**src/design/tcc_pkg.sv**
```systemverilog
// Constants, types and register map of the 16-bit capture/compare timer
package tcc_pkg;
	// Register byte addresses
	localparam logic [31:0] OFF_MODE = 32'h0000_0000;
	localparam logic [31:0] OFF_ROLE = 32'h0000_0004;
	localparam logic [31:0] OFF_OUTC = 32'h0000_0008;
	localparam logic [31:0] OFF_PRESC = 32'h0000_000C;
	localparam logic [31:0] OFF_CNT = 32'h0000_0010;
	localparam logic [31:0] OFF_FIRST = 32'h0000_0014;
	localparam logic [31:0] OFF_SECOND = 32'h0000_0018;
	// Field positions
	localparam int MODE_WRAP_BIT = 0;
	localparam int MODE_EDGE_OUT_BIT = 1;
	localparam int MODE_SEL_LSB = 2;
	localparam int ROLE_FIRST_CAP_BIT = 0;
	localparam int ROLE_REVERSE_BIT = 1;
	localparam int ROLE_SECOND_CAP_BIT = 2;
	localparam int OUTC_ENABLE_BIT = 0;
	localparam int PRESC_CLK_LSB = 0;
	localparam int PRESC_PRIM_LSB = 4;
	localparam int PRESC_SEC_LSB = 6;
	// Counter values
	localparam logic [15:0] CNT_ZERO = 16'h0000;
	localparam logic [15:0] CNT_ONE = 16'h0001;
	localparam logic [15:0] CNT_MAX = 16'hFFFF;
	// Prescaler terminal counts per clock select
	localparam logic [7:0] PRESC_TERM0 = 8'h00;
	localparam logic [7:0] PRESC_TERM1 = 8'h03;
	localparam logic [7:0] PRESC_TERM2 = 8'h0F;
	localparam logic [7:0] PRESC_TERM3 = 8'hFF;
	// Bus responses
	localparam logic [1:0] RESP_OKAY = 2'h0;
	localparam logic [1:0] RESP_SLVERR = 2'h2;
	// Counter modes
	typedef enum logic [1:0] {
		TCC_MODE_STOP = 2'h0,
		TCC_MODE_FREE = 2'h1,
		TCC_MODE_EDGE_CLR = 2'h2,
		TCC_MODE_PPG = 2'h3
	} tcc_mode_t;
	// Valid edge selections
	localparam logic [1:0] EDGE_FALL = 2'h0;
	localparam logic [1:0] EDGE_RISE = 2'h1;
	localparam logic [1:0] EDGE_NONE = 2'h2;
	localparam logic [1:0] EDGE_BOTH = 2'h3;
	// Edge detector state
	typedef struct packed {
		logic s1, s2, s3, rise, fall;
	} tcc_edge_st_t;
	// Prescaler state
	typedef struct packed {
		logic [7:0] div;
		logic tick;
	} tcc_presc_st_t;
	// Timer and bus state
	typedef struct packed {
		logic have_aw, have_w, aw_rdy, w_rdy, ar_rdy, bvalid, rvalid;
		logic [31:0] aw_addr, w_data, rdata;
		logic [3:0] w_strb;
		logic [1:0] bresp, rresp, mode_sel;
		logic edge_out, wrap, out_en, pin, ev1, ev2;
		logic [2:0] role;
		logic [7:0] presc;
		logic [15:0] cnt, first, second;
	} tcc_state_t;
endpackage

```
**src/design/tcc_edge.sv**
```systemverilog
// Pin synchroniser with rising and falling edge pulses
`timescale 1ns/1ps
`default_nettype none
module tcc_edge
	import tcc_pkg::*;
(
	// Clock and reset
	input wire logic clk_in,
	input wire logic resetn_in,
	// Pin and edges
	input wire logic pin_in,
	output logic rise_out,
	output logic fall_out
);
	tcc_edge_st_t s, n;

	// Two-stage sync, third stage for history
	always_comb begin
		n = s;
		n.s1 = pin_in;
		n.s2 = s.s1;
		n.s3 = s.s2;
		n.rise = s.s2 & ~s.s3;
		n.fall = ~s.s2 & s.s3;
	end

	// State register
	always_ff @(posedge clk_in or negedge resetn_in) begin
		if (!resetn_in) begin
			s <= '0;
		end else begin
			s <= n;
		end
	end

	assign rise_out = s.rise;
	assign fall_out = s.fall;
endmodule // tcc_edge
`default_nettype wire

```
**src/design/tcc_presc.sv**
```systemverilog
// Count clock prescaler producing one-cycle ticks
`timescale 1ns/1ps
`default_nettype none
module tcc_presc
	import tcc_pkg::*;
(
	// Clock and reset
	input wire logic clk_in,
	input wire logic resetn_in,
	// Control
	input wire logic run_in,
	input wire logic restart_in,
	input wire logic [1:0] sel_in,
	// Count clock
	output logic tick_out
);
	tcc_presc_st_t s, n;
	logic [7:0] term;

	// Divider terminal count
	always_comb begin
		unique case (sel_in)
			2'h0: term = PRESC_TERM0;
			2'h1: term = PRESC_TERM1;
			2'h2: term = PRESC_TERM2;
			2'h3: term = PRESC_TERM3;
		endcase
	end

	// Divider restarts when stopped or cleared
	always_comb begin
		n = s;
		n.tick = 1'b0;
		if (!run_in || restart_in) begin
			n.div = '0;
		end else if (s.div >= term) begin
			n.div = '0;
			n.tick = 1'b1;
		end else begin
			n.div = s.div + 8'h01;
		end
	end

	// State register
	always_ff @(posedge clk_in or negedge resetn_in) begin
		if (!resetn_in) begin
			s <= '0;
		end else begin
			s <= n;
		end
	end

	assign tick_out = s.tick;
endmodule // tcc_presc
`default_nettype wire

```
**src/design/tcc_timer.sv**
```systemverilog
// 16-bit capture/compare timer with pulse generator and AXI4-Lite registers
//
// Decided for this implementation: the AXI4-Lite slave port and the placing of the registers.
`timescale 1ns/1ps
`default_nettype none
module tcc_timer
	import tcc_pkg::*;
(
	// Clock and reset
	input wire logic clk_in,
	input wire logic resetn_in,
	// AXI4-Lite write address
	input wire logic [31:0] s_axi_awaddr_in,
	input wire logic s_axi_awvalid_in,
	output logic s_axi_awready_out,
	// AXI4-Lite write data
	input wire logic [31:0] s_axi_wdata_in,
	input wire logic [3:0] s_axi_wstrb_in,
	input wire logic s_axi_wvalid_in,
	output logic s_axi_wready_out,
	// AXI4-Lite write response
	output logic [1:0] s_axi_bresp_out,
	output logic s_axi_bvalid_out,
	input wire logic s_axi_bready_in,
	// AXI4-Lite read address
	input wire logic [31:0] s_axi_araddr_in,
	input wire logic s_axi_arvalid_in,
	output logic s_axi_arready_out,
	// AXI4-Lite read data
	output logic [31:0] s_axi_rdata_out,
	output logic [1:0] s_axi_rresp_out,
	output logic s_axi_rvalid_out,
	input wire logic s_axi_rready_in,
	// Capture pins
	input wire logic primary_capture_input_in,
	input wire logic secondary_capture_input_in,
	// Timer output and events
	output logic toggle_output_pin_out,
	output logic first_match_event_out,
	output logic second_match_event_out
);
	tcc_state_t s, n;
	tcc_mode_t mode;
	logic prim_rise, prim_fall, sec_rise, sec_fall, tick;
	logic prim_v, sec_v, prim_opp, run, m1, m2, first_cap, second_cap, rev;
	logic edge_clr, edge_tog, wcommit;
	logic [1:0] prim_sel, sec_sel;

	// Merge byte lanes of a 16-bit register
	function automatic logic [15:0] merge16(input logic [15:0] old, input logic [31:0] d,
		input logic [3:0] strb);
		merge16 = old;
		if (strb[0]) begin
			merge16[7:0] = d[7:0];
		end
		if (strb[1]) begin
			merge16[15:8] = d[15:8];
		end
	endfunction

	// Valid edge from selection
	function automatic logic valid_edge(input logic [1:0] sel, input logic r, input logic f);
		unique case (sel)
			EDGE_FALL: valid_edge = f;
			EDGE_RISE: valid_edge = r;
			EDGE_NONE: valid_edge = 1'b0;
			EDGE_BOTH: valid_edge = r | f;
		endcase
	endfunction

	// Pin synchronisers
	tcc_edge u_prim (
		.clk_in(clk_in),
		.resetn_in(resetn_in),
		.pin_in(primary_capture_input_in),
		.rise_out(prim_rise),
		.fall_out(prim_fall)
	);
	tcc_edge u_sec (
		.clk_in(clk_in),
		.resetn_in(resetn_in),
		.pin_in(secondary_capture_input_in),
		.rise_out(sec_rise),
		.fall_out(sec_fall)
	);

	// Count clock
	tcc_presc u_presc (
		.clk_in(clk_in),
		.resetn_in(resetn_in),
		.run_in(run),
		.restart_in(edge_clr),
		.sel_in(s.presc[PRESC_CLK_LSB +: 2]),
		.tick_out(tick)
	);

	// Decoded controls and qualified events
	assign mode = tcc_mode_t'(s.mode_sel);
	assign run = (mode != TCC_MODE_STOP);
	assign prim_sel = s.presc[PRESC_PRIM_LSB +: 2];
	assign sec_sel = s.presc[PRESC_SEC_LSB +: 2];
	assign first_cap = s.role[ROLE_FIRST_CAP_BIT];
	assign second_cap = s.role[ROLE_SECOND_CAP_BIT];
	assign rev = s.role[ROLE_REVERSE_BIT];
	assign prim_v = run && valid_edge(prim_sel, prim_rise, prim_fall);
	assign sec_v = run && valid_edge(sec_sel, sec_rise, sec_fall);
	// Opposite phase of the primary valid edge
	assign prim_opp = run && valid_edge(prim_sel, prim_fall, prim_rise);
	// Compare matches sampled at the count clock
	assign m1 = run && tick && !first_cap && (s.cnt == s.first);
	assign m2 = run && tick && !second_cap && (s.cnt == s.second);
	assign edge_clr = (mode == TCC_MODE_EDGE_CLR) && prim_v;
	assign edge_tog = s.edge_out && prim_v && (mode != TCC_MODE_PPG);
	assign wcommit = s.have_aw && s.have_w;

	// Next state: bus slave first, timer hardware after so it wins
	always_comb begin
		n = s;
		n.ev1 = 1'b0;
		n.ev2 = 1'b0;
		// Write address and data taken independently
		if (s_axi_awvalid_in && s.aw_rdy) begin
			n.have_aw = 1'b1;
			n.aw_addr = s_axi_awaddr_in;
		end
		if (s_axi_wvalid_in && s.w_rdy) begin
			n.have_w = 1'b1;
			n.w_data = s_axi_wdata_in;
			n.w_strb = s_axi_wstrb_in;
		end
		if (s.bvalid && s_axi_bready_in) begin
			n.bvalid = 1'b0;
		end
		// Register write once both halves are held
		if (wcommit) begin
			n.have_aw = 1'b0;
			n.have_w = 1'b0;
			n.bvalid = 1'b1;
			n.bresp = RESP_OKAY;
			unique case (s.aw_addr)
				OFF_MODE: if (s.w_strb[0]) begin
					n.mode_sel = s.w_data[MODE_SEL_LSB +: 2];
					n.edge_out = s.w_data[MODE_EDGE_OUT_BIT];
					if (!s.w_data[MODE_WRAP_BIT]) begin
						n.wrap = 1'b0;
					end
				end
				OFF_ROLE: if (s.w_strb[0]) begin
					n.role = s.w_data[2:0];
				end
				OFF_OUTC: if (s.w_strb[0]) begin
					n.out_en = s.w_data[OUTC_ENABLE_BIT];
				end
				OFF_PRESC: if (s.w_strb[0]) begin
					n.presc = s.w_data[7:0];
				end
				OFF_CNT: ;
				OFF_FIRST: n.first = merge16(s.first, s.w_data, s.w_strb);
				OFF_SECOND: n.second = merge16(s.second, s.w_data, s.w_strb);
				default: n.bresp = RESP_SLVERR;
			endcase
		end
		n.aw_rdy = !n.have_aw && !n.bvalid;
		n.w_rdy = !n.have_w && !n.bvalid;
		// Read: data captured at the address handshake
		if (s.rvalid && s_axi_rready_in) begin
			n.rvalid = 1'b0;
		end
		if (s_axi_arvalid_in && s.ar_rdy) begin
			n.rvalid = 1'b1;
			n.rresp = RESP_OKAY;
			unique case (s_axi_araddr_in)
				OFF_MODE: n.rdata = {28'h000_0000, s.mode_sel, s.edge_out, s.wrap};
				OFF_ROLE: n.rdata = {29'h0000_0000, s.role};
				OFF_OUTC: n.rdata = {31'h0000_0000, s.out_en};
				OFF_PRESC: n.rdata = {24'h00_0000, s.presc};
				OFF_CNT: n.rdata = {16'h0000, s.cnt};
				OFF_FIRST: n.rdata = {16'h0000, s.first};
				OFF_SECOND: n.rdata = {16'h0000, s.second};
				default: begin
					n.rdata = 32'h0000_0000;
					n.rresp = RESP_SLVERR;
				end
			endcase
		end
		n.ar_rdy = !n.rvalid;
		// Counter
		if (!run) begin
			n.cnt = CNT_ZERO;
		end else if (edge_clr) begin
			n.cnt = CNT_ZERO;
		end else if (tick) begin
			if (mode == TCC_MODE_PPG && s.cnt == s.first) begin
				n.cnt = CNT_ZERO;
			end else if (s.cnt == CNT_MAX) begin
				n.cnt = CNT_ZERO;
				n.wrap = 1'b1;
			end else begin
				n.cnt = s.cnt + CNT_ONE;
			end
		end
		// Compare events
		if (m1) begin
			n.ev1 = 1'b1;
		end
		if (m2) begin
			n.ev2 = 1'b1;
		end
		// Second register captures on primary edges only
		if (second_cap && prim_v) begin
			n.second = s.cnt;
			n.ev2 = 1'b1;
		end
		// First register capture trigger selection
		if (first_cap && sec_v) begin
			n.ev1 = 1'b1;
			if (!rev) begin
				n.first = s.cnt;
			end
		end
		if (first_cap && rev && prim_opp) begin
			n.first = s.cnt;
		end
		// Output pin
		if (!s.out_en) begin
			n.pin = 1'b0;
		end else if (mode == TCC_MODE_PPG) begin
			if (m1) begin
				n.pin = 1'b1;
			end else if (m2) begin
				n.pin = 1'b0;
			end
		end else if (m1 || m2 || edge_tog) begin
			n.pin = ~s.pin;
		end
	end

	// State register
	always_ff @(posedge clk_in or negedge resetn_in) begin
		if (!resetn_in) begin
			s <= '0;
		end else begin
			s <= n;
		end
	end

	// Outputs straight from state
	assign s_axi_awready_out = s.aw_rdy;
	assign s_axi_wready_out = s.w_rdy;
	assign s_axi_bresp_out = s.bresp;
	assign s_axi_bvalid_out = s.bvalid;
	assign s_axi_arready_out = s.ar_rdy;
	assign s_axi_rdata_out = s.rdata;
	assign s_axi_rresp_out = s.rresp;
	assign s_axi_rvalid_out = s.rvalid;
	assign toggle_output_pin_out = s.pin;
	assign first_match_event_out = s.ev1;
	assign second_match_event_out = s.ev2;
endmodule // tcc_timer
`default_nettype wire

```
**config.mk**
```make
export PLATFORM = sky130hd
export DESIGN_NAME = tcc_timer
export DESIGN_NICKNAME = d
export VERILOG_FILES = /design/src/design/tcc_pkg.sv /design/src/design/tcc_edge.sv /design/src/design/tcc_presc.sv /design/src/design/tcc_timer.sv
export SDC_FILE = /design/constraint.sdc
export NUM_CORES = 1
export LEC_CHECK = 0
export BUFFER_PORTS_ARGS = -buffer_cell sky130_fd_sc_hd__clkbuf_2
export CAP_MARGIN = 20
export CORE_MARGIN = 2
export CORE_UTILIZATION = 45
export DETAILED_ROUTE_END_ITERATION = 8
export GPL_TIMING_DRIVEN = 0
export HOLD_SLACK_MARGIN = 0.15
export PLACE_DENSITY = 0.67
export SLEW_MARGIN = 20
export SYNTH_ARGS = -nofsm -noshare
export SYNTH_HDL_FRONTEND = slang
export SYNTH_SLANG_ARGS = --single-unit
```
**constraint.sdc**
```tcl
create_clock -name clk_in -period 5.9 [get_ports clk_in]
set_clock_uncertainty 0.05 [all_clocks]
set_input_delay 0.295 -clock clk_in [delete_from_list [all_inputs] [get_ports clk_in]]
set_output_delay 0.295 -clock clk_in [all_outputs]
set_load 0.005 [all_outputs]
```
==> out/qor.csv <==
stage,metric,value,unit
synthesis,Post-synth top flop,dfrtp_1,
die,Starting Density,45.8,%
die,I/O Pins,153,
synthesis,Synth area leaders,"dfrtp_1 (49%), mux2_2 (9.4%), mux2i_1 (5.6%)",
detailed_routing,remaining antenna violation count after routing,0,
die,Die Area,19400,um2
final_layout,post-route insts no fill,1210,
global_routing,antenna violations before repair,0,
worst_setup_path,Crit. End Element,register,
global_routing,vias in the first global route,6343,
synthesis,Synth Area in XOR/XNOR,5.43,%
synthesis,Seq cells post-synth,161,
final_layout,# fillers,1543,
clock_tree,total CTS buffers,17,
final_layout,register area,4030,um2
timing,Final Setup Violations,0,
timing,max_slew headroom,45.5,%
synthesis,Post-Synth Adder-Cell Area,1.52,%
clock_tree,Clock Tree Root,clkbuf_16,
placed_design,port bufs,114,
timing,RSZ-0062 raised after global routing,no,
die,area of the core,18000,um2
job,Max Cap Viol,0,
timing,min cycle time layout,2520,ps
status,status,finished clean,
final_layout,"commonest cells after routing, fill and taps aside","dfrtp_1 (161), clkbuf_2 (114), mux2_2 (69)",
synthesis,"EDFF count, synth",0,
clock_tree,post-CTS setup buffer count,0,
final_layout,Layout Nets,1087,
power_and_ir_drop,peak supply drop,0.000200,V
timing,Final Max Slew Viols,0,
worst_setup_path,WP data arrival,2780,ps
die,die width,139,um
timing,Final period util,42.7,%
clock_tree,CTS tree,yes,
synthesis,syn_area_per_cell,10.8,um2
clock_tree,Worst-Skew Late Latency,430,ps
global_routing,first-pass GRT wire length,32500,um
synthesis,largest family of logic cells by synthesized area,multiplexers,
synthesis,Post-Synth Simple-Gate Area,12.3,%
worst_setup_path,R2R setup slack,3380,ps
timing,Worst-Margin Slew,806,ps
placed_design,Inst Count DP,1120,
synthesis,Syn Inst Count,758,
worst_setup_path,"Req. time, crit path",6160,ps
min_path,hold depth,4,
final_layout,synthesis-to-layout area growth,25.9,%
power_and_ir_drop,Pleak,5.18,nW
worst_setup_path,Critical Path Fanout Max,8,
timing,Fmax,0.397,GHz
clock_tree,"CTS clk-pin slew, worst paths",70,ps
placed_design,gpl congestion,0.850,
min_path,hold endpoint,s_axi_rdata_out[7]$_DFFE_PN0P_,
synthesis,top-area cell type share of the netlist area,49.0,%
worst_setup_path,Setup CP Type,reg -> reg,
final_layout,share of layout cells above drive strength 1,29.7,%
die,Cell Rows,49,
final_layout,area of the multi-input gates,3710,um2
die,Die Y,139,um
detailed_routing,Detailed Route WL,19900,um
worst_setup_path,R2R Path End,s[35]$_DFFE_PN0P_,
global_routing,grt ovf,0,
synthesis,complex-gate fraction of the synthesized area,9.80,%
synthesis,synthesized area,8220,um2
synthesis,async set-or-reset flop fraction in the synthesized netlist,100,%
timing,"Hold Vio Cnt, Final",0,
detailed_routing,initial DRC count,464,
final_layout,"commonest non-fill, non-tap cell in the layout",dfrtp_1,
placed_design,DP Wirelength,13800,um
timing,final setup TNS,0,ps
detailed_routing,WL per Instance,16.4,um
synthesis,post-synthesis sequential area ratio,49.0,%
synthesis,yosys warns,0,
global_routing,largest net degree at the start of global routing,64,
worst_setup_path,Worst R2R Start,s[41]$_DFFE_PN0P_,
clock_tree,Clock Sinks,161,
synthesis,Synth area leader,dfrtp_1,
detailed_routing,drt pass-1 iters,5,
synthesis,post-synthesis mux area share,15.3,%
global_routing,GR Util All Layers,21.2,%
detailed_routing,Via Count,6335,
min_path,hold_sp,s_axi_araddr_in[31],
detailed_routing,Remaining DRCs,0,
synthesis,synth unique cells,64,
worst_setup_path,reg2reg path depth,7,
power_and_ir_drop,Pwr per Cell Area,290,nW/um2
clock_tree,CTS HTree Levels,4,
final_layout,Antenna diodes,0,
min_path,Worst Hold Class,in -> reg,
power_and_ir_drop,"Power, Total",3.00,mW
worst_setup_path,crit start category,register,
clock_tree,clock buffer depth,2,
detailed_routing,via/cell ratio,5.24,
## synthesized netlist by cell type, types with 3 or more instances
cell type,instances
a211oi_1,3
a21o_1,7
a21oi_1,46
a221oi_1,4
a22o_1,13
a22oi_1,5
and2_1,3
and3_1,7
buf_1,6
buf_2,15
buf_4,38
buf_6,5
clkbuf_1,15
dfrtp_1,161
ha_1,10
inv_1,12
mux2_2,69
mux2i_1,46
nand2_1,58
nand3_1,14
nand4_1,9
nor2_1,46
nor2b_1,11
nor3_1,5
nor3b_1,3
nor4_1,20
o21ai_0,32
o21ai_1,3
or2_2,3
xnor2_1,22
xor2_1,29
## worst max-delay path: stages (launching register included)
cell and delay [ps]:
dfrtp_1 370, buf_6 140, xor2_1 170, nor4_1 420
nand4_1 280, o21ai_1 490, nor2_1 170, a221o_1 310
## how the worst max path moves through the flow
stage | end | startpoint | slack [ps]
after global placement | s[161]$_DFFE_PN0P_ | resetn_in | 1550
final | s[35]$_DFFE_PN0P_ | s[41]$_DFFE_PN0P_ | 3380
after detailed placement | s[35]$_DFFE_PN0P_ | s[41]$_DFFE_PN0P_ | 3430
after CTS | s[35]$_DFFE_PN0P_ | s[41]$_DFFE_PN0P_ | 3390
after floorplan | u_presc.tick_out$_DFF_PN0_ | s[49]$_DFFE_PN0P_ | 3840
after global routing | s[7]$_DFFE_PN0P_ | s[154]$_DFFE_PN0P_ | 3150
## stage by stage
step / setup slack, ps / instance area [um2] / util [%] / hold slack [ps]
2_1_floorplan: 3840 / 8290 / - / -50.6
3_3_place_gp: 1550 / 9150 / 50.9 / 285
3_5_place_dp: 3430 / 9210 / 51.3 / 217
4_1_cts: 3390 / 10400 / 57.7 / 210
5_1_grt: 3150 / 10400 / 57.7 / 279
6_report: 3380 / 10400 / 57.7 / 206
## cell families after synthesis
kind of cell	count (synthesis)
xor+xnor	51
mux	116
buf+inv	92
flops	161
other cells	1
compound gates	129
fa+ha+maj	10
simple gates	198
## per-layer routing
layer | global-route usage (%) | share of wire [%]
met1 | 28.4 | 44
met2 | 35.0 | 48
met3 | 3.76 | 5.7
met4 | 7.23 | 1.6
met5 | 0 | 0
## area by class of cell
class                   instances  share of cell area (%)
flip-flops and latches        161                    38.9
multi-input cells             522                    35.9
repair buffers                174                    11.7
plain buffers                  80                    4.83
clock buffers                  20                    4.41
well taps                     229                    2.77
clock inverters                12                    1.06
inverters                      12                   0.435
## power breakdown
group          internal [mW]  leakage (nW)  switching (mW)
Combinational          0.279          2.80           0.180
Clock                  0.604         0.280           0.451
Sequential              1.30          2.10           0.182
Total                   2.19          5.18           0.812
## sequential cells by signal, summed over array words and instances (netlist names), 2 cells and up
name             flops
s_axi_rdata_out     16
prim_sel             2
u_prim.n             2
s                  110
u_sec.n              2
u_presc.s            8
mode                 2
## timing repair
item	in CTS	in global routing
endpoints found under the hold margin	101	0
endpoints found under the setup margin	0	0
gates resized for setup	0	0
hold buffers	58	0
No activity file was read; power rests on OpenSTA's default activity.
